<file path="config.mk">
export PLATFORM = sky130hd
export DESIGN_NAME = angle_sensor_core
export DESIGN_NICKNAME = d
export VERILOG_FILES = /design/src/core/angle_sensor_core.v
export VERILOG_INCLUDE_DIRS = /design/src /design/src/core
export SDC_FILE = /design/constraint.sdc
export NUM_CORES = 1
export LEC_CHECK = 0
export BUFFER_PORTS_ARGS = -buffer_cell sky130_fd_sc_hd__buf_2
export CAP_MARGIN = 20
export CELL_PAD_IN_SITES_DETAIL_PLACEMENT = 2
export CELL_PAD_IN_SITES_GLOBAL_PLACEMENT = 2
export CORE_UTILIZATION = 45
export DETAILED_ROUTE_END_ITERATION = 6
export GPL_TIMING_DRIVEN = 0
export PLACE_DENSITY = 0.9
export SLEW_MARGIN = 20
export SYNTH_ARGS = -nofsm -noshare
export SYNTH_HDL_FRONTEND = slang
export SYNTH_SLANG_ARGS = --single-unit
</file>
<file path="constraint.sdc">
create_clock -name clock_i -period 6.5 [get_ports clock_i]
set_clock_uncertainty 0.05 [all_clocks]
set_input_delay 1.3 -clock clock_i [delete_from_list [all_inputs] [get_ports clock_i]]
set_output_delay 1.3 -clock clock_i [all_outputs]
set_load 0.01 [all_outputs]
</file>
<file path="src/core/angle_sensor_regs.vh">
// register map, field layout, reset values and timing counts of the sensor
`ifndef ANGLE_SENSOR_REGS_VH
`define ANGLE_SENSOR_REGS_VH

// ==========================================================
// register addresses and fields
`define ADDR_ZERO_OFFSET 4'h4
`define ADDR_FUSE_STORE 4'h9
`define FUSE_STORE_ZERO_BIT 4
`define ZERO_OFFSET_RESET 8'h00
`define REG_UNMAPPED_VALUE 8'h00

// ==========================================================
// frame opcodes and layout
`define OP_READ 4'h1
`define OP_WRITE 4'h2
`define FRAME_BITS 16
`define TX_SECOND_BYTE 8'h00

// ==========================================================
// timing
`define CLK_MHZ 25
`define REFRESH_NS 2000

// ==========================================================
// commutation phase shifts, 120 and 240 degrees in 1/256 turn
`define HALL_V_SHIFT 8'h55
`define HALL_W_SHIFT 8'hab

`endif

</file>
<file path="src/core/angle_sensor_core.v">
// angle sensor digital core: front end, zero offset, serial slave, fuse
`include "angle_sensor_regs.vh"
`default_nettype none

// ==========================================================
// sample fifo
module sample_fifo #(
    parameter WIDTH = 16,
    parameter DEPTH = 8,
    parameter AW = 3
)
(
    input wire clock_i,
    input wire rst_n_i,
    input wire in_valid_i,
    input wire [WIDTH-1:0] in_data_i,
    output wire in_ready_o,
    output wire out_valid_o,
    output wire [WIDTH-1:0] out_data_o,
    input wire out_ready_i
);
    localparam integer DEPTH_INT = DEPTH;
    localparam [AW:0] DEPTH_COUNT = DEPTH_INT[AW:0];

    reg [WIDTH-1:0] mem [0:DEPTH-1];
    reg [AW-1:0] wr_ptr;
    reg [AW-1:0] rd_ptr;
    reg [AW:0] count;
    wire push;
    wire pop;

    assign in_ready_o = (count != DEPTH_COUNT);
    assign out_valid_o = (count != {(AW+1){1'b0}});
    assign out_data_o = mem[rd_ptr];
    assign push = in_valid_i & in_ready_o;
    assign pop = out_valid_o & out_ready_i;

    always @(posedge clock_i)
    begin
        if (push)
        begin
            mem[wr_ptr] <= in_data_i;
        end
    end

    always @(posedge clock_i or negedge rst_n_i)
    begin
        if (!rst_n_i)
        begin
            wr_ptr <= {AW{1'b0}};
            rd_ptr <= {AW{1'b0}};
            count <= {(AW+1){1'b0}};
        end
        else
        begin
            if (push)
            begin
                wr_ptr <= wr_ptr + 1'b1;
            end
            if (pop)
            begin
                rd_ptr <= rd_ptr + 1'b1;
            end
            if (push && !pop)
            begin
                count <= count + 1'b1;
            end
            else if (pop && !push)
            begin
                count <= count - 1'b1;
            end
        end
    end
endmodule

// ==========================================================
// top: sensor core
module angle_sensor_core #(
    parameter SAMPLE_CYCLES = (`REFRESH_NS * `CLK_MHZ) / 1000,
    parameter FIFO_DEPTH = 8,
    parameter FIFO_AW = 3
)
(
    input wire clock_i,
    input wire rst_n_i,
    input wire cs_n_i,
    input wire sclk_i,
    input wire mosi_i,
    output reg miso_o,
    output reg miso_oe_n_o,
    input wire sine_sign_i,
    input wire fuse_programming_supply_i,
    input wire fuse_blown_i,
    input wire [7:0] fuse_value_i,
    output reg fuse_burn_o,
    output reg [7:0] fuse_burn_data_o,
    output reg hall_u_o,
    output reg hall_v_o,
    output reg hall_w_o
);
    localparam integer REF_LAST_INT = SAMPLE_CYCLES - 1;
    localparam integer TDC_STEP_INT = 65536 / SAMPLE_CYCLES;
    localparam integer LAST_BIT_INT = `FRAME_BITS - 1;
    localparam [7:0] REF_LAST = REF_LAST_INT[7:0];
    localparam [15:0] TDC_STEP = TDC_STEP_INT[15:0];
    localparam [4:0] LAST_BIT = LAST_BIT_INT[4:0];
    localparam [4:0] FIRST_BYTE_LAST = 5'h07;

    // wrapping subtraction of an offset from the top raw byte
    function [7:0] offset_angle;
        input [7:0] raw;
        input [7:0] off;
        begin
            offset_angle = raw - off;
        end
    endfunction

    // commutation output is high across half a turn from its shift
    function hall_phase;
        input [7:0] ang;
        input [7:0] shift;
        reg [7:0] d;
        begin
            d = ang - shift;
            hall_phase = ~d[7];
        end
    endfunction

    // ======================================================
    // input synchronisers
    reg [2:0] cs_sync;
    reg [2:0] sclk_sync;
    reg [2:0] sine_sync;
    reg [1:0] mosi_sync;
    reg [1:0] supply_sync;

    always @(posedge clock_i or negedge rst_n_i)
    begin
        if (!rst_n_i)
        begin
            cs_sync <= 3'b111;
            sclk_sync <= 3'b111;
            sine_sync <= 3'b000;
            mosi_sync <= 2'b00;
            supply_sync <= 2'b00;
        end
        else
        begin
            cs_sync <= {cs_sync[1:0], cs_n_i};
            sclk_sync <= {sclk_sync[1:0], sclk_i};
            sine_sync <= {sine_sync[1:0], sine_sign_i};
            mosi_sync <= {mosi_sync[0], mosi_i};
            supply_sync <= {supply_sync[0], fuse_programming_supply_i};
        end
    end

    wire cs_idle = cs_sync[1];
    wire cs_fall = ~cs_sync[1] & cs_sync[2];
    wire sclk_rise = sclk_sync[1] & ~sclk_sync[2];
    wire sclk_fall = ~sclk_sync[1] & sclk_sync[2];
    wire sine_rise = sine_sync[1] & ~sine_sync[2];

    // ======================================================
    // front end: time-to-digital phase measurement
    reg [7:0] ref_cnt;
    reg [15:0] phase;
    reg [15:0] measured;
    reg sample_pend;
    reg [15:0] raw_front_end_angle;
    wire ref_wrap = (ref_cnt == REF_LAST);
    wire fifo_in_ready;

    always @(posedge clock_i or negedge rst_n_i)
    begin
        if (!rst_n_i)
        begin
            ref_cnt <= 8'h00;
            phase <= 16'h0000;
            measured <= 16'h0000;
            sample_pend <= 1'b0;
            raw_front_end_angle <= 16'h0000;
        end
        else
        begin
            if (ref_wrap)
            begin
                ref_cnt <= 8'h00;
                phase <= 16'h0000;
            end
            else
            begin
                ref_cnt <= ref_cnt + 8'h01;
                phase <= phase + TDC_STEP;
            end
            // delay from reference edge grows with clockwise rotation
            if (sine_rise)
            begin
                measured <= phase;
            end
            // a held sample waits for fifo room; a new one replaces it
            if (ref_wrap)
            begin
                sample_pend <= 1'b1;
                raw_front_end_angle <= measured;
            end
            else if (fifo_in_ready)
            begin
                sample_pend <= 1'b0;
            end
        end
    end

    // ======================================================
    // sample fifo and frozen output buffer
    wire fifo_out_valid;
    wire [15:0] fifo_out_data;
    reg [15:0] angle_buf;

    sample_fifo #(
        .WIDTH(16),
        .DEPTH(FIFO_DEPTH),
        .AW(FIFO_AW)
    ) u_fifo (
        .clock_i(clock_i),
        .rst_n_i(rst_n_i),
        .in_valid_i(sample_pend),
        .in_data_i(raw_front_end_angle),
        .in_ready_o(fifo_in_ready),
        .out_valid_o(fifo_out_valid),
        .out_data_o(fifo_out_data),
        .out_ready_i(cs_idle)
    );

    always @(posedge clock_i or negedge rst_n_i)
    begin
        if (!rst_n_i)
        begin
            angle_buf <= 16'h0000;
        end
        else if (fifo_out_valid && cs_idle)
        begin
            angle_buf <= fifo_out_data;
        end
    end

    // ======================================================
    // registers and fuse store
    reg [7:0] zero_offset;
    reg fuse_locked;
    reg boot_done;
    reg frame_done;
    reg [15:0] frame_word;
    wire [3:0] frame_op = frame_word[15:12];
    wire [3:0] frame_addr = frame_word[11:8];
    wire [7:0] frame_data = frame_word[7:0];
    wire frame_write = frame_done && (frame_op == `OP_WRITE);

    always @(posedge clock_i or negedge rst_n_i)
    begin
        if (!rst_n_i)
        begin
            zero_offset <= `ZERO_OFFSET_RESET;
            fuse_locked <= 1'b0;
            boot_done <= 1'b0;
            fuse_burn_o <= 1'b0;
            fuse_burn_data_o <= 8'h00;
        end
        else
        begin
            fuse_burn_o <= 1'b0;
            if (!boot_done)
            begin
                boot_done <= 1'b1;
                if (fuse_blown_i)
                begin
                    zero_offset <= fuse_value_i;
                    fuse_locked <= 1'b1;
                end
            end
            else if (frame_write && !fuse_locked)
            begin
                if (frame_addr == `ADDR_ZERO_OFFSET)
                begin
                    zero_offset <= frame_data;
                end
                else if (frame_addr == `ADDR_FUSE_STORE
                         && frame_data[`FUSE_STORE_ZERO_BIT]
                         && supply_sync[1])
                begin
                    fuse_burn_o <= 1'b1;
                    fuse_burn_data_o <= zero_offset;
                    fuse_locked <= 1'b1;
                end
            end
        end
    end

    // read view of the register space
    function [7:0] reg_read;
        input [3:0] addr;
        begin
            case (addr)
                `ADDR_ZERO_OFFSET: reg_read = zero_offset;
                `ADDR_FUSE_STORE: reg_read =
                    {3'b000, fuse_locked, 4'h0};
                default: reg_read = `REG_UNMAPPED_VALUE;
            endcase
        end
    endfunction

    // ======================================================
    // serial slave, mode 3
    reg [15:0] rx_shift;
    reg [15:0] tx_shift;
    reg [4:0] bit_cnt;
    wire [7:0] out_angle = offset_angle(angle_buf[15:8], zero_offset);

    always @(posedge clock_i or negedge rst_n_i)
    begin
        if (!rst_n_i)
        begin
            rx_shift <= 16'h0000;
            tx_shift <= 16'h0000;
            bit_cnt <= 5'h00;
            miso_o <= 1'b0;
            miso_oe_n_o <= 1'b1;
            frame_done <= 1'b0;
            frame_word <= 16'h0000;
        end
        else
        begin
            frame_done <= 1'b0;
            if (cs_idle)
            begin
                bit_cnt <= 5'h00;
                miso_oe_n_o <= 1'b1;
                miso_o <= 1'b0;
            end
            else if (cs_fall)
            begin
                // angle byte first, then the default second byte
                tx_shift <= {out_angle, `TX_SECOND_BYTE};
                miso_o <= out_angle[7];
                miso_oe_n_o <= 1'b0;
                bit_cnt <= 5'h00;
            end
            else
            begin
                if (sclk_fall)
                begin
                    miso_o <= tx_shift[15];
                    tx_shift <= {tx_shift[14:0], 1'b0};
                end
                if (sclk_rise && bit_cnt <= LAST_BIT)
                begin
                    rx_shift <= {rx_shift[14:0], mosi_sync[1]};
                    bit_cnt <= bit_cnt + 5'h01;
                    if (bit_cnt == FIRST_BYTE_LAST
                        && rx_shift[6:3] == `OP_READ)
                    begin
                        tx_shift[15:8] <=
                            reg_read({rx_shift[2:0], mosi_sync[1]});
                    end
                    if (bit_cnt == LAST_BIT)
                    begin
                        frame_done <= 1'b1;
                        frame_word <= {rx_shift[14:0], mosi_sync[1]};
                    end
                end
            end
        end
    end

    // ======================================================
    // commutation outputs
    wire [7:0] live_angle =
        offset_angle(raw_front_end_angle[15:8], zero_offset);

    always @(posedge clock_i or negedge rst_n_i)
    begin
        if (!rst_n_i)
        begin
            hall_u_o <= 1'b0;
            hall_v_o <= 1'b0;
            hall_w_o <= 1'b0;
        end
        else
        begin
            hall_u_o <= hall_phase(live_angle, 8'h00);
            hall_v_o <= hall_phase(live_angle, `HALL_V_SHIFT);
            hall_w_o <= hall_phase(live_angle, `HALL_W_SHIFT);
        end
    end
endmodule

`default_nettype wire

</file>
# Yosys cells after proc, flatten, opt, wreduce, memory -nomap -nowiden
# Memory sizes are Yosys's and may differ from the RTL's. A register that Yosys moved wholly into a read port is not among the register bits.
# Index checks and enable logic that the tools add are counted.
# W data, S select, Z words.
dict set report classes {
  add_sub_neg 11
  bitwise_logic 15
  n_eq_ne 14
  n_mux 38
  n_reduce_logical 27
  n_lt_le_gt_ge 1
}
# op count
set ops {}
lappend ops {{$mux W8} 7}
lappend ops {{$mux W16} 3}
lappend ops {{$mux W1} 22}
lappend ops {{$add A16 B11 Y16 const B} 1}
lappend ops {{$pmux W8 S2} 1}
lappend ops {{$sub A8 B8 Y8} 2}
lappend ops {{$mux W5} 3}
lappend ops {{$reduce_and A4 Y1} 3}
lappend ops {{$reduce_bool A2 Y1} 5}
lappend ops {{$logic_and A1 B1 Y1} 9}
lappend ops {{$not A1 Y1} 9}
lappend ops {{$add A8 B1 Y8 const B} 1}
lappend ops {{$eq A4 B3 Y1 const B} 2}
lappend ops {{$eq A4 B4 Y1 const B} 2}
lappend ops {{$eq A8 B6 Y1 const B} 1}
lappend ops {{$mux W4} 2}
lappend ops {{$sub A8 B7 Y8 const B} 1}
lappend ops {{$sub A8 B8 Y8 const B} 1}
lappend ops {{$add A3 B1 Y3 const B} 2}
lappend ops {{$and A1 B1 Y1} 6}
lappend ops {{$ne A2 B1 Y1 const B} 3}
lappend ops {{$reduce_and A3 Y1} 2}
lappend ops {{$reduce_bool A3 Y1} 2}
lappend ops {{$add A5 B1 Y5 const B} 1}
lappend ops {{12 further kinds} 15}
dict set report totals {
  ff_bits 157
  inputBits 16
  wordCells 136
  ramBits 128
  memories 1
}
# memory depth width read_ports rd_ports_with_merged_regs wr line
set memory_table {}
lappend memory_table {u_fifo.mem 8 16 1 1 1 angle_sensor_core.v:25} ;# reg [WIDTH-1:0] mem [0:DEPTH-1];

# Longest topological paths before layout
# Gate-level depths: netlist of run 1.
dict set report depth {
  depth_word 7
  mapped_depth 11
  depth_no_buf 10
}

# By module
# From an unflattened synthesis of run 1, not the netlist that was laid out.
dict set report unflattened {
  cells_unflattened 824
  hier_area_um2 12354.3
}
# module area_each_um2 cells_each n_inst
set by_module_without_submodules {}
lappend by_module_without_submodules {angle_sensor_core 6812.8 576 1}
lappend by_module_without_submodules {sample_fifo 5541.6 248 1}

# Least setup slack after synthesis of run 1
# No wires, ideal clock.
dict set report synth_path {
  kind {reg-to-reg}
  start {reg u_fifo.count[0]}
  end {reg u_fifo.count[3]}
  slack_ns 4.024
  synth_period_minus_slack_ns 2.476
  stages_incl_launch_ff 11
  required_ns 6.325
  arrival_time_ns 2.301
  setup_time_ns 0.125
  path_cell_list {dfrtp_1 -> o41ai_1 -> clkbuf_1 -> ha_1 -> inv_1 -> ha_1 -> a21o_1 -> a21oi_1 -> xnor2_1 -> nor2_1 -> xor2_1}
}
dict set report synth_via {
  elab_chain_len 5
}
# element line
set synth_rtl {}
lappend synth_rtl {{start: declaration} angle_sensor_core.v:28} ;# reg [AW:0] count;
lappend synth_rtl {{start signal: assignment} angle_sensor_core.v:52} ;# count <= {(AW+1){1'b0}};
lappend synth_rtl {{start signal: assignment} angle_sensor_core.v:66} ;# count <= count + 1'b1;
lappend synth_rtl {{start signal: assignment} angle_sensor_core.v:70} ;# count <= count - 1'b1;
lappend synth_rtl {{parallel branches: the longest is 5 deep, another holds $sub A4 B1 Y4} --}
# Parallel ways; which one is timed is not known. The select of a mux whose other input is x is not followed.
# A chain may end at the register's enable or synchronous reset.

# Worst setup path in the final report of run 1
dict set report layout_path {
  start {reg u_fifo.count[1]}
  end {reg u_fifo.count[3]}
}
# Same word-level chain as after synthesis.

==> parameters.txt, run 1 <==
Parameter                              Value

Clock tree
  Clock tree root driver cell ... clkbuf_16
  Number of H-tree levels ... 1
  TritonCTS clock tree ... yes
  Number of buffers created by CTS ... 24
  Worst-Skew Late Latency ... 550 ps
  Buffer count from post-CTS setup fixing ... 0
  Total of hold buffers inserted after clock tree synthesis ... 0
  CTS-repair resized insts ... 0
  CTS Sinks ... 211
  CTS clock-pin slew for the worst setup and hold paths ... ~60 ps
  CTS Buffer Depth ... 3

Logic synthesis
  Library cell occupying the most area in the post-synthesis netlist ... dfrtp_1
  #FFs+latches synth ... 211
  Post-synthesis instance area ... 9120 µm²
  Sequential-to-total area share from yosys stat ... 61.5%
  Per-instance average area after synthesis ... 13.2 µm²
  Number of enable flip-flop cells after synthesis ... 64
  Synth top area cells ... dfrtp_1, edfxtp_1, mux2_2
  Synth async-reset ratio ... a little over two thirds
  Count of warnings emitted by yosys ... 0
  Netlist cell types ... 53
  Prevailing post-synth register cell ... dfrtp_1
  Number of nets in the synthesized netlist ... approximately 740
  Fraction of post-synthesis cell area in the top cell type by area ... about two fifths
  Post-synthesis cell count ... 692

GRT
  Largest net degree at the start of global routing ... 93
  Number of antenna violations at the first check in global routing ... 0
  Global-route wire length before repair ... about 43000 µm
  Overall track demand over capacity in global routing ... 28.8%
  Vias in the first global route ... ~7000
  Overall overflow remaining after global route ... 0

Drt
  Avg WL per Cell ... 27.5 µm
  Number of iterations in the first detailed-routing pass ... 5
  Via count of the routed design ... approximately 6000
  Initial DRC Count ... 389
  Vias per Instance ... 5.78
  Detail Route Antenna Nets ... 0
  Wire length reported by the detailed router ... 28400 µm
  DRC violations left ... 0

Min path
  Beginning of the worst hold path ... cs_sync[0]$_DFF_PN1_
  Worst min-delay path category ... register to register
  Endpoint, Worst Hold ... cs_sync[1]$_DFF_PN1_
  WHS Path Cells ... 0

Critical path
  Worst R2R Setup Slack ... approximately 3400 ps
  Data required time at the worst endpoint ... 6880 ps
  Endpoint arrival time on the critical path ... 3450 ps
  Depth of the worst register-to-register path ... 10
  CP Launch Type ... register
  Peak per-stage delay on the critical path ... a little under 600 ps
  Largest delay contributor family on the critical path ... compound AO/OA/AOI/OAI gates
  Number of buffers and inverters on the critical path ... 2
  Endpoint of the lowest-slack register-to-register path ... u_fifo.count[3]$_DFFE_PN0P_
  Peak fanout along the critical path ... 10
  Most Frequent Cell on Critical Path ... ha_1
  Slowest CP cell ... o41ai_1
  Cells along the critical path ... o41ai_1 -> clkbuf_1 -> ha_1 -> inv_1 -> ha_1 -> a21o_1 -> a21oi_1 -> xnor2_1 -> nor2_1 -> xor2_1
  Reg-to-Reg Start ... u_fifo.count[1]$_DFFE_PN0P_
  Critical setup path kind ... register to register
  Type of element capturing the critical path ... register

Cells and area
  Reg area ... 5610 µm²
  Most frequent cells in the layout ... dfrtp_1, nand2_1, edfxtp_1, mux2_2, o21ai_0
  Multi-input logic area ... 3340 µm²
  Count of filler cells inserted in the layout ... 1870
  Most common cell after layout, fill and taps aside ... dfrtp_1
  Final design area excluding fillers ... 10400 µm²
  Number of nets in the layout ... 791
  Fraction of final layout cells with drive strength greater than 1 ... 20.5%
  Area Overhead vs Synth ... 14.3%
  Antenna diodes ... 0

Flow run
  Number of max-cap violations ... 0

Floorplan
  Core area ... 19700 µm²
  Chip width ... 144 µm
  Die ar. ... 20800 µm²
  Number of primary I/O pins ... 30
  Vertical die dimension ... 144 µm
  Initial core utilization ... between 40% and 50%
  Row Count ... 51

Power and ir drop
  Worst IR drop on VDD ... roughly 0.21 mV
  Power Density ... 294 nW/µm²
  Static Leakage ... 4.30 nW

Timing
  Worst Hold Slack ... ~310 ps
  Max-slew headroom at the worst pin ... just under 30%
  Number of hold-slack violations in the final timing report ... 0
  Setup-failing EPs final ... 0
  Summed negative setup slack over all endpoints ... 0 ps
  Final Max Slew Viols ... 0
  Measured slew at the worst slew-check pin ... 1060 ps
  Achievable frequency ... between 0.3 and 0.4 GHz
  Post-route clock period utilization ... ~47%
  Time the worst path needs with I/O delays and setup ... 3070 ps
  Unrepaired setup endpoints after global routing ... false

Placement
  Post-place instance area ... 9640 µm²
  Number of buffers inserted by port buffering ... 29
  GPL Wtd Cong ... between 0.7 and 0.8
  Estimated wirelength of the detail-placed design ... 17800 µm

Status
  Outcome ... finished, final reports clean
==> cells in the mapped netlist, drive strengths merged (3+ instances only) <==
cell and n:
a211oi 3, a21boi 3, a21o 8, a21oi 19, a22oi 6, a31oi 3
and3 3, buf 10, clkbuf 16, dfrtp 140, dfstp 7, edfxtp 64
fa 3, ha 24, inv 20, mux2 55, mux2i 22, mux4 16
nand2 76, nand2b 5, nand3 7, nand4 5, nor2 41, nor2b 5
nor3 3, o21ai 54, or3 4, xnor2 31, xor2 12
==> layer usage <==
layer	global-route usage (%)	vias up	share of wire [%]
met5	0	-	0
met4	11.7	0	3.8
met3	4.77	74	4.0
met2	52.9	158	54
met1	33.1	3147	38
li1	-	2579	-
==> how the worst max path moves through the flow <==
stage | from | endpoint | cells past startpoint
2_1_floorplan | u_fifo.count[0]$_DFFE_PN0P_ | u_fifo.count[3]$_DFFE_PN0P_ | 10
3_3_place_gp | rst_n_i | frame_word[9]$_DFFE_PN0P_ | 1
3_5_place_dp | u_fifo.count[0]$_DFFE_PN0P_ | u_fifo.count[3]$_DFFE_PN0P_ | 10
4_1_cts | u_fifo.count[1]$_DFFE_PN0P_ | u_fifo.count[3]$_DFFE_PN0P_ | 10
5_1_grt | u_fifo.count[1]$_DFFE_PN0P_ | u_fifo.count[3]$_DFFE_PN0P_ | 10
6_report | u_fifo.count[1]$_DFFE_PN0P_ | u_fifo.count[3]$_DFFE_PN0P_ | 10
==> layout make-up <==
cell class                 instances  share of cell area [%]
clock buffer                      39                    6.97
clock inverter                     5                   0.480
sequential                       211                    53.8
tap                              265                    3.18
buffer                            26                    1.03
inverter                          21                   0.756
multi-input combinational        434                    32.0
timing repair buffer              30                    1.75
==> worst reg2reg max path: cells and delay by family (launching register included) <==
family / cells / cell delay, ps
AO/OA/AOI/OAI: 3 / 940
XOR/XNOR: 2 / 300
adder cells (fa/ha/maj): 2 / 570
buffers and inverters: 2 / 560
flip-flops: 1 / 450
AND/OR/NAND/NOR: 1 / 130
==> where the power goes <==
group	switching, W	internal (W)	leakage, nW	total [W]
Sequential	0.0000495	0.00141	2.32	0.00146
Clock	0.000569	0.000768	0.383	0.00134
Combinational	0.000160	0.000105	1.60	0.000266
==> kinds of logic after synthesis <==
| logic type | Yosys count | synth area share, % |
|---|---|---|
| AOI/OAI and AO/OA | 108 | 7.03 |
| xor gates and xnor gates | 43 | 4.13 |
| adders and majority gates | 27 | 3.95 |
| buffers and inverters | 47 | 2.04 |
| DFF | 211 | 61.5 |
| muxes | 93 | 13.2 |
| other | 1 | 0.0411 |
| and+or+nand+nor | 162 | 8.14 |
==> flip-flops by register name, indices dropped and copies added, names as in the netlist, 4 cells and up <==
register	cells
angle_buf	8
bit_cnt	5
frame_word	16
fuse_burn_data_o	8
measured	8
phase	15
raw_front_end_angle	8
ref_cnt	8
rx_shift	15
tx_shift	15
u_fifo.count	4
u_fifo.mem	64
zero_offset	8
==> stage by stage <==
| stage | utilization, % | power [W] | instances | setup WS [ps] |
|---|---|---|---|---|
| after floorplan | - | 0.00162 | 692 | 4020 |
| after global placement | 48.8 | 0.00169 | 986 | 2040 |
| after detailed placement | 49.0 | 0.00173 | 987 | 3500 |
| after CTS | 53.0 | 0.00308 | 1031 | 3400 |
| after global routing | 53.0 | 0.00314 | 1031 | 3260 |
| final | 53.0 | 0.00306 | 1031 | 3430 |
No activity file was read; power rests on OpenSTA's default activity.
==> run 2: changes to the inputs <==
--- a/config.mk
+++ b/config.mk
@@ -6,14 +6,15 @@
 export SDC_FILE = /design/constraint.sdc
 export NUM_CORES = 1
 export LEC_CHECK = 0
+export ABC_AREA = 1
 export BUFFER_PORTS_ARGS = -buffer_cell sky130_fd_sc_hd__buf_2
 export CAP_MARGIN = 20
 export CELL_PAD_IN_SITES_DETAIL_PLACEMENT = 2
 export CELL_PAD_IN_SITES_GLOBAL_PLACEMENT = 2
-export CORE_UTILIZATION = 45
+export CORE_UTILIZATION = 36
 export DETAILED_ROUTE_END_ITERATION = 6
 export GPL_TIMING_DRIVEN = 0
-export PLACE_DENSITY = 0.9
+export PLACE_DENSITY = 0.85
 export SLEW_MARGIN = 20
 export SYNTH_ARGS = -nofsm -noshare
 export SYNTH_HDL_FRONTEND = slang
==> constraint.sdc (replaced) <==
create_clock -name clock_i -period 2.6 [get_ports clock_i]
set_clock_uncertainty 0.05 [all_clocks]
set_input_delay 0.52 -clock clock_i [delete_from_list [all_inputs] [get_ports clock_i]]
set_output_delay 0.52 -clock clock_i [all_outputs]
set_load 0.01 [all_outputs]
==> run 2 against run 1 <==
  * Worst setup slack got worse by 3300 ps
  * Non-clock buffer count rose by 9
  * Area after synthesis rose by 7.0%
  * Combinational power rose by 140%
  * Critical endpoint unchanged
  * Largest power group unchanged
==> parameters.txt, run 2 <==
Parameter                              Value

Logic synthesis
  Per-instance average area after synthesis ... 9.46 µm² (-28%)
  Number of nets in the synthesized netlist ... 1074 (+46%)
  Leading cell type by number of instances after synthesis ... nand2_1
  Fraction of post-synthesis cell area in the top cell type by area ... 35.9% (-2.5 points)
  Number of enable flip-flop cells after synthesis ... 64 (unchanged)
  Netlist cell types ... 49 (-7.5%)
  Top cells by instance count after synthesis ... nand2_1, dfrtp_1, inv_1, nor2_1, o21ai_0
  Post-synthesis cell count ... 1031 (+49%)
  Prevailing post-synth register cell ... dfrtp_1
  Post-synthesis instance area ... 9750 µm² (+7.0%)
  Sequential-to-total area share from yosys stat ... 57.5% (-4.0 points)
  Synth top area cells ... dfrtp_1, edfxtp_1, nand2_1
  #FFs+latches synth ... 211 (unchanged)
  Synth async-reset ratio ... 69.7% (unchanged)
  Library cell occupying the most area in the post-synthesis netlist ... dfrtp_1
  Count of warnings emitted by yosys ... 0 (unchanged)

Clock tree
  Worst-Skew Late Latency ... 530 ps (-20 ps)
  Number of buffers created by CTS ... 25 (+4.2%)
  Clock tree root driver cell ... clkbuf_16
  CTS Sinks ... 211 (unchanged)
  TritonCTS clock tree ... yes
  CTS Buffer Depth ... 3 (unchanged)
  CTS clock-pin slew for the worst setup and hold paths ... 60 ps (about the same)
  Number of H-tree levels ... 1 (unchanged)

Drt
  Highest metal layer with signal wires ... met4
  Number of iterations in the first detailed-routing pass ... 4 (-1)
  Via count of the routed design ... 7498 (+26%)
  Avg WL per Cell ... 19.8 µm (-28%)
  Met1 wire length ... 12400 µm (+13%)
  Vias per Instance ... 5.18 (-10%)
  Initial DRC Count ... 413 (+6.2%)
  Detail Route Antenna Nets ... 0 (unchanged)
  DRC violations left ... 0 (unchanged)
  Met2 routed WL ... 15000 µm (-1.9%)
  DR WL met3 ... 742 µm (-35%)
  Wire length reported by the detailed router ... 28600 µm (+0.76%)

Critical path
  Data required time at the worst endpoint ... 2960 ps (-3920 ps)
  Worst R2R Setup Slack ... 140 ps (-3290 ps)
  Critical setup path kind ... register to register
  CP Launch Type ... register
  Endpoint arrival time on the critical path ... 2820 ps (-630 ps)
  Critical Path Source ... cs_sync[1]$_DFF_PN1_
  Most Frequent Cell on Critical Path ... nor2_1
  Peak per-stage delay on the critical path ... 560 ps (-30 ps)
  Peak fanout along the critical path ... 5 (-5)
  Type of element capturing the critical path ... register
  Reg-to-Reg Start ... cs_sync[1]$_DFF_PN1_
  Slowest CP cell ... dfstp_2
  Cells along the critical path ... clkinvlp_4 -> a31oi_4 -> clkinv_4 -> ha_4 -> inv_2 -> ha_1 -> a21o_1 -> a21oi_2 -> nor2_1 -> nor2_1 -> nand2_1 -> xor2_1

Cells and area
  Final design area excluding fillers ... 11300 µm² (+8.0%)
  Number of standard cells in the final layout excluding fillers ... 1448 (+40%)
  Area Overhead vs Synth ... 15.4%
  Util after Layout ... 42.8% (-10 points)
  Most common cell after layout, fill and taps aside ... nand2_1
  Number of nets in the layout ... 1137 (+44%)
  Registers with the most flip-flops ... u_fifo.mem: 64 flops, frame_word: 16 flops
  Fraction of final layout cells with drive strength greater than 1 ... 13.8% (-6.7 points)
  Register with the most flip-flops ... u_fifo.mem
  Largest register FFs ... 64 (unchanged)
  Antenna diodes ... 0 (unchanged)
  Most frequent cells in the layout ... nand2_1, dfrtp_1, inv_1, nor2_1, o21ai_0

Min path
  Beginning of the worst hold path ... sclk_i
  Worst min-delay path category ... input port to register

Flow run
  Number of max-cap violations ... 0 (unchanged)

Floorplan
  Die ar. ... 27800 µm² (+33%)
  Initial core utilization ... 37.1% (-9.3 points)
  Vertical die dimension ... 167 µm (+15%)
  Row Count ... 59 (+16%)
  Number of primary I/O pins ... 30 (unchanged)
  Core area ... 26300 µm² (+34%)
  Chip width ... 167 µm (+15%)

GRT
  Global-route wire length before repair ... 47800 µm (+11%)
  Overall overflow remaining after global route ... 0 (unchanged)
  Overall track demand over capacity in global routing ... 21.7% (-7.1 points)
  Vias in the first global route ... 8777 (+25%)
  Largest net degree at the start of global routing ... 89 (-4.3%)
  Number of antenna violations at the first check in global routing ... 0 (unchanged)

Timing
  Max-slew headroom at the worst pin ... 33.6% (+4.3 points)
  Achievable frequency ... 0.406 GHz (+25%)
  Measured slew at the worst slew-check pin ... 993 ps (-64.7 ps)
  Final Max Slew Viols ... 0 (unchanged)
  Post-route clock period utilization ... 94.7% (+47 points)
  Summed negative setup slack over all endpoints ... 0 ps (unchanged)
  Unrepaired setup endpoints after global routing ... false
  Setup-failing EPs final ... 0 (unchanged)
  Number of hold-slack violations in the final timing report ... 0 (unchanged)
  Time the worst path needs with I/O delays and setup ... 2460 ps (-608 ps)

Placement
  Estimated wirelength of the detail-placed design ... 19300 µm (+8.1%)
  Cell Count Post-Placement ... 1396 (+41%)
  Post-place instance area ... 10400 µm² (+7.4%)
  GPL Wtd Cong ... 0.814 (+5.6%)
  Number of buffers inserted by port buffering ... 29 (unchanged)

Power and ir drop
  Worst IR drop on VDD ... 0.538 mV (+150%)
  Power Density ... 685 nW/µm² (+130%)
  Static Leakage ... 5.01 nW (+16%)

Status
  Outcome ... finished, final reports clean
==> run 2: cell count changes after synthesis, moves of 39 or more <==
| cell | previous run | this run |
|---|---|---|
| nand2_1 | 76 | 265 |
| inv_1 | 20 | 102 |
| mux2_2 | 55 | 2 |
| nor2_1 | 41 | 94 |
| o21ai_0 | 43 | 87 |
| nand3_1 | 7 | 46 |
==> run 2: power by group <==
part           switching, W  internal [W]  total (W)  leakage (nW)
sequential        0.0000764       0.00351    0.00359          2.33
combinational      0.000439      0.000207   0.000646          2.30
clock               0.00145       0.00202    0.00347         0.389
total               0.00196       0.00574    0.00770          5.01
==> run 2: layer usage <==
metal | track usage, % | vias to the layer above
li1 | - | 3531
met1 | 26.6 | 3834
met2 | 40.2 | 87
met3 | 2.66 | 46
met4 | 5.27 | 0
met5 | 0 | -
==> run 2: path summary, 6_finish.rpt <==
| kind | end | depth (start not counted) |
|---|---|---|
| worst max register to register | u_fifo.count[3]$_DFFE_PN0P_ | 12 |
| worst min register to register | sine_sync[1]$_DFF_PN0_ | 0 |
| worst min-delay path | sclk_sync[0]$_DFF_PN1_ | 1 |
| max in group asynchronous | cs_sync[2]$_DFF_PN1_ | 3 |
| worst max-delay path | u_fifo.count[3]$_DFFE_PN0P_ | 12 |
| min in group asynchronous | phase[1]$_DFF_PN0_ | 2 |
==> run 2: layout make-up <==
cell class	count	area [µm²]
fillers	2825	15000
flip-flops and latches	211	5610
multi-input cells	682	3600
clock buffers	37	722
inverters	109	423
well taps	335	419
repair buffers	37	238
plain buffers	28	166
clock inverters	9	77.6
==> run 2: stage by stage <==
step | setup slack, ps | hold WS [ps] | total power, W
floorplan | 14.0 | 174 | 0.00403
global placement | -1310 | 285 | 0.00424
detailed placement | -752 | 289 | 0.00429
CTS | 0.672 | 28.0 | 0.00778
global route | 11.4 | 29.0 | 0.00799
finish | 139 | 40.5 | 0.00770
==> run 2: timing repair <==
item | in CTS | in global routing
gates cloned | 0 | 0
hold endpoints to repair | 59 | 0
pin swaps | 0 | 1
buffers inserted | 3 | 3
setup endpoints to repair | 3 | 1
hold buffers | 1 | 0
resized for setup | 8 | 6
==> run 2: worst max-delay path: cells and delay by family, from the launching register on <==
kind / cells / cell delay [ps]
fa+ha+maj: 2 / 420
simple gates: 3 / 270
compound gates: 3 / 550
xor+xnor: 1 / 160
flops: 1 / 560
buf+inv: 3 / 330
==> run 2: cells by family (layout without fill, tap and decap cells) <==
family	after synthesis	count (layout)	synth area share (%)
AND/OR/NAND/NOR	459	459	20.1
multiplexers	2	2	0.231
AO/OA/AOI/OAI	175	175	10.8
buffers and inverters	138	220	6.00
flip-flops	211	211	57.5
adder cells (fa/ha/maj)	27	27	3.69
other	1	1	0.0384
XOR/XNOR	18	18	1.62
==> run 3: changes to the inputs <==
--- a/config.mk
+++ b/config.mk
@@ -11,10 +11,11 @@
 export CAP_MARGIN = 20
 export CELL_PAD_IN_SITES_DETAIL_PLACEMENT = 2
 export CELL_PAD_IN_SITES_GLOBAL_PLACEMENT = 2
-export CORE_UTILIZATION = 36
+export CORE_UTILIZATION = 40
 export DETAILED_ROUTE_END_ITERATION = 6
 export GPL_TIMING_DRIVEN = 0
-export PLACE_DENSITY = 0.85
+export MAX_ROUTING_LAYER = met4
+export PLACE_DENSITY = 0.89
 export SLEW_MARGIN = 20
 export SYNTH_ARGS = -nofsm -noshare
 export SYNTH_HDL_FRONTEND = slang
==> constraint.sdc (replaced) <==
create_clock -name clock_i -period 2.65 [get_ports clock_i]
set_clock_uncertainty 0.05 [all_clocks]
set_input_delay 0.53 -clock clock_i [delete_from_list [all_inputs] [get_ports clock_i]]
set_output_delay 0.53 -clock clock_i [all_outputs]
set_load 0.01 [all_outputs]
==> run 3 against run 2 <==
  * Flip-flop and latch count did not move
  * First-iteration DRC count is 9.0% lower
  * Non-clock buffer count rose by 2
  * Critical path depth is the same
  * Routed wire length is 16% higher
  * Via count grew 5.1%
  * Highest routed layer unchanged
==> parameters.txt, run 3 (synthesis gave the netlist of run 2 again) <==
Parameter                              Value

Critical path
  CP Launch Type ... register
  Peak fanout along the critical path ... 3 (-2)
  Critical setup path kind ... register to register
  Data required time at the worst endpoint ... 3000 ps (+40 ps)
  Endpoint arrival time on the critical path ... 2990 ps (+170 ps)
  Type of element capturing the critical path ... register

Timing
  Final Max Slew Viols ... 0 (unchanged)
  Max-slew headroom at the worst pin ... 37.7% (+4.2 points)
  Time the worst path needs with I/O delays and setup ... 2640 ps (+176 ps)
  Achievable frequency ... 0.379 GHz (-6.7%)
  Final Worst Setup Slack ... 13.2 ps (-126 ps)
  Number of hold-slack violations in the final timing report ... 0 (unchanged)
  Summed negative setup slack over all endpoints ... 0 ps (unchanged)
  Post-route clock period utilization ... 99.5% (+4.8 points)
  Measured slew at the worst slew-check pin ... 931 ps (-62.3 ps)
  Setup-failing EPs final ... 0 (unchanged)

Drt
  Vias per Instance ... 5.50 (+6.2%)
  Initial DRC Count ... 376 (-9.0%)
  Via count of the routed design ... 7884 (+5.1%)
  DRC violations left ... 0 (unchanged)
  Detail Route Antenna Nets ... 0 (unchanged)
  Number of iterations in the first detailed-routing pass ... 4 (unchanged)
  Wire length reported by the detailed router ... 33100 µm (+16%)
  Avg WL per Cell ... 23.1 µm (+17%)

Floorplan
  Vertical die dimension ... 158 µm (-5.1%)
  Row Count ... 56 (-5.1%)
  Chip width ... 158 µm (-5.1%)
  Number of primary I/O pins ... 30 (unchanged)
  Initial core utilization ... 41.2% (+4.1 points)
  Die ar. ... 25000 µm² (-9.9%)
  Core area ... 23700 µm² (-9.9%)

Placement
  GPL Wtd Cong ... 0.801 (-1.5%)
  Worst-case setup slack after placement ... -799 ps (-46.5 ps)
  Estimated wirelength of the detail-placed design ... 20100 µm (+4.6%)
  Post-place instance area ... 10300 µm² (-0.19%)
  Number of buffers inserted by port buffering ... 29 (unchanged)

Clock tree
  Clock tree root driver cell ... clkbuf_16
  TritonCTS clock tree ... yes
  Worst-Skew Late Latency ... 530 ps (about the same)
  Number of H-tree levels ... 1 (unchanged)
  CTS Sinks ... 211 (unchanged)
  CTS Buffer Depth ... 3 (unchanged)
  Number of buffers created by CTS ... 25 (unchanged)
  CTS clock-pin slew for the worst setup and hold paths ... 70 ps (about the same)

Power and ir drop
  Fraction of power spent switching nets ... 26.4% (+0.95 points)
  PnR Total Power ... 0.00748 W (-2.9%)
  Power share of the sequential group ... 47.2% (+0.6 points)
  Cell internal power dissipation ... 0.00550 W (-4.2%)
  Logic gate share of total power ... 9.1% (+0.7 points)
  Clock power frac ... 43.7% (-1.3 points)
  Power Density ... 667 nW/µm² (-2.5%)
  Static Leakage ... 5.01 nW (about the same)
  Switching pwr ... 0.00197 W (+0.68%)
  Worst IR drop on VDD ... 0.496 mV (-7.6%)

Cells and area
  Number of nets in the layout ... 1139 (+0.18%)
  Util after Layout ... 47.3% (+4.5 points)
  Final design area excluding fillers ... 11200 µm² (-0.45%)
  Most common cell after layout, fill and taps aside ... nand2_1
  Reg area ... 5610 µm² (unchanged)
  Registers with the most flip-flops ... u_fifo.mem: 64 flops, frame_word: 16 flops
  Largest register FFs ... 64 (unchanged)
  Antenna diodes ... 0 (unchanged)
  Area Overhead vs Synth ... 14.9%
  Register with the most flip-flops ... u_fifo.mem
  Fraction of final layout cells with drive strength greater than 1 ... 13.7% (-0.10 points)
  Count of filler cells inserted in the layout ... 2547 (-9.8%)
  Most frequent cells in the layout ... nand2_1, dfrtp_1, inv_1, nor2_1, o21ai_0
  Multi-input logic area ... 3590 µm² (-0.14%)

GRT
  Top Usage Layer GRT ... met2
  Overall overflow remaining after global route ... 0 (unchanged)
  Met1 global-route usage ... 34.1% (+7.5 points)
  Largest net degree at the start of global routing ... 79 (-11%)
  Overall track demand over capacity in global routing ... 28.4% (+6.7 points)
  Number of antenna violations at the first check in global routing ... 0 (unchanged)
  M3 GR Usage ... 3.12% (+0.46 points)
  Vias in the first global route ... 9008 (+2.6%)
  Global-route wire length before repair ... 52000 µm (+8.8%)
  Met2 capacity usage during global routing ... 49.9% (+9.8 points)

Status
  Outcome ... finished, final reports clean

Min path
  Worst min-delay path category ... input port to register

Flow run
  Number of max-cap violations ... 0 (unchanged)
## run 3: through the flow
step	std cells	hold WS, ps
after global placement	1379	283
final	1433	44.9
after global routing	1433	44.9
after CTS	1431	38.0
after floorplan	1031	184
after detailed placement	1380	290
## run 3: area by class of cell
type                    count  share of cell area, %
flip-flops and latches    211                   50.1
multi-input cells         682                   32.1
clock buffers              36                   6.31
inverters                 109                   3.80
well taps                 319                   3.56
repair buffers             39                   2.26
plain buffers              28                   1.49
clock inverters             9                  0.447
## run 3: power groups by stage
stage	Sequential (W)	Combinational, W	Clock (W)
after detailed placement	0.00358	0.000635	0
final	0.00353	0.000681	0.00327
after floorplan	0.00357	0.000390	0
after CTS	0.00352	0.000679	0.00330
after global placement	0.00357	0.000582	0
after global routing	0.00353	0.000760	0.00341
## run 3: worst max-delay path, stage by stage, from the launching register on
cell and delay (ps):
dfstp_2 560, clkinvlp_4 170, a31oi_4 270, clkinv_4 130
ha_4 200, inv_4 70, ha_1 240, a21o_1 180
a21oi_2 150, nor2_1 70, nor2_1 150, nand2_1 110
xor2_1 160
## run 3: layer usage
| layer | routed length (µm) | part of all wire (%) |
|---|---|---|
| met1 | 13700 | 41 |
| met2 | 17400 | 52 |
| met3 | 976 | 2.9 |
| met4 | 1110 | 3.4 |
| met5 | 0 | 0 |
## run 3: worst paths after layout
kind | from | endpoint | slack [ps] | cells after the start
min in group asynchronous | rst_n_i | tx_shift[3]$_DFFE_PN0P_ | 520 | 2
max in group asynchronous | rst_n_i | sine_sync[2]$_DFF_PN0_ | 1200 | 3
max | cs_sync[1]$_DFF_PN1_ | u_fifo.count[3]$_DFFE_PN0P_ | 10 | 12
min | cs_n_i | cs_sync[0]$_DFF_PN1_ | 40 | 1
max reg2reg | cs_sync[1]$_DFF_PN1_ | u_fifo.count[3]$_DFFE_PN0P_ | 10 | 12
min reg2reg | supply_sync[0]$_DFF_PN0_ | supply_sync[1]$_DFF_PN0_ | 300 | 0
## run 3: timing repair
action | CTS | global route
pin swaps | 1 | 3
endpoints found under the setup margin | 3 | 1
hold buffers | 1 | 0
resized for setup | 9 | 5
hold endpoints to repair | 56 | 0
buffers inserted | 6 | 2
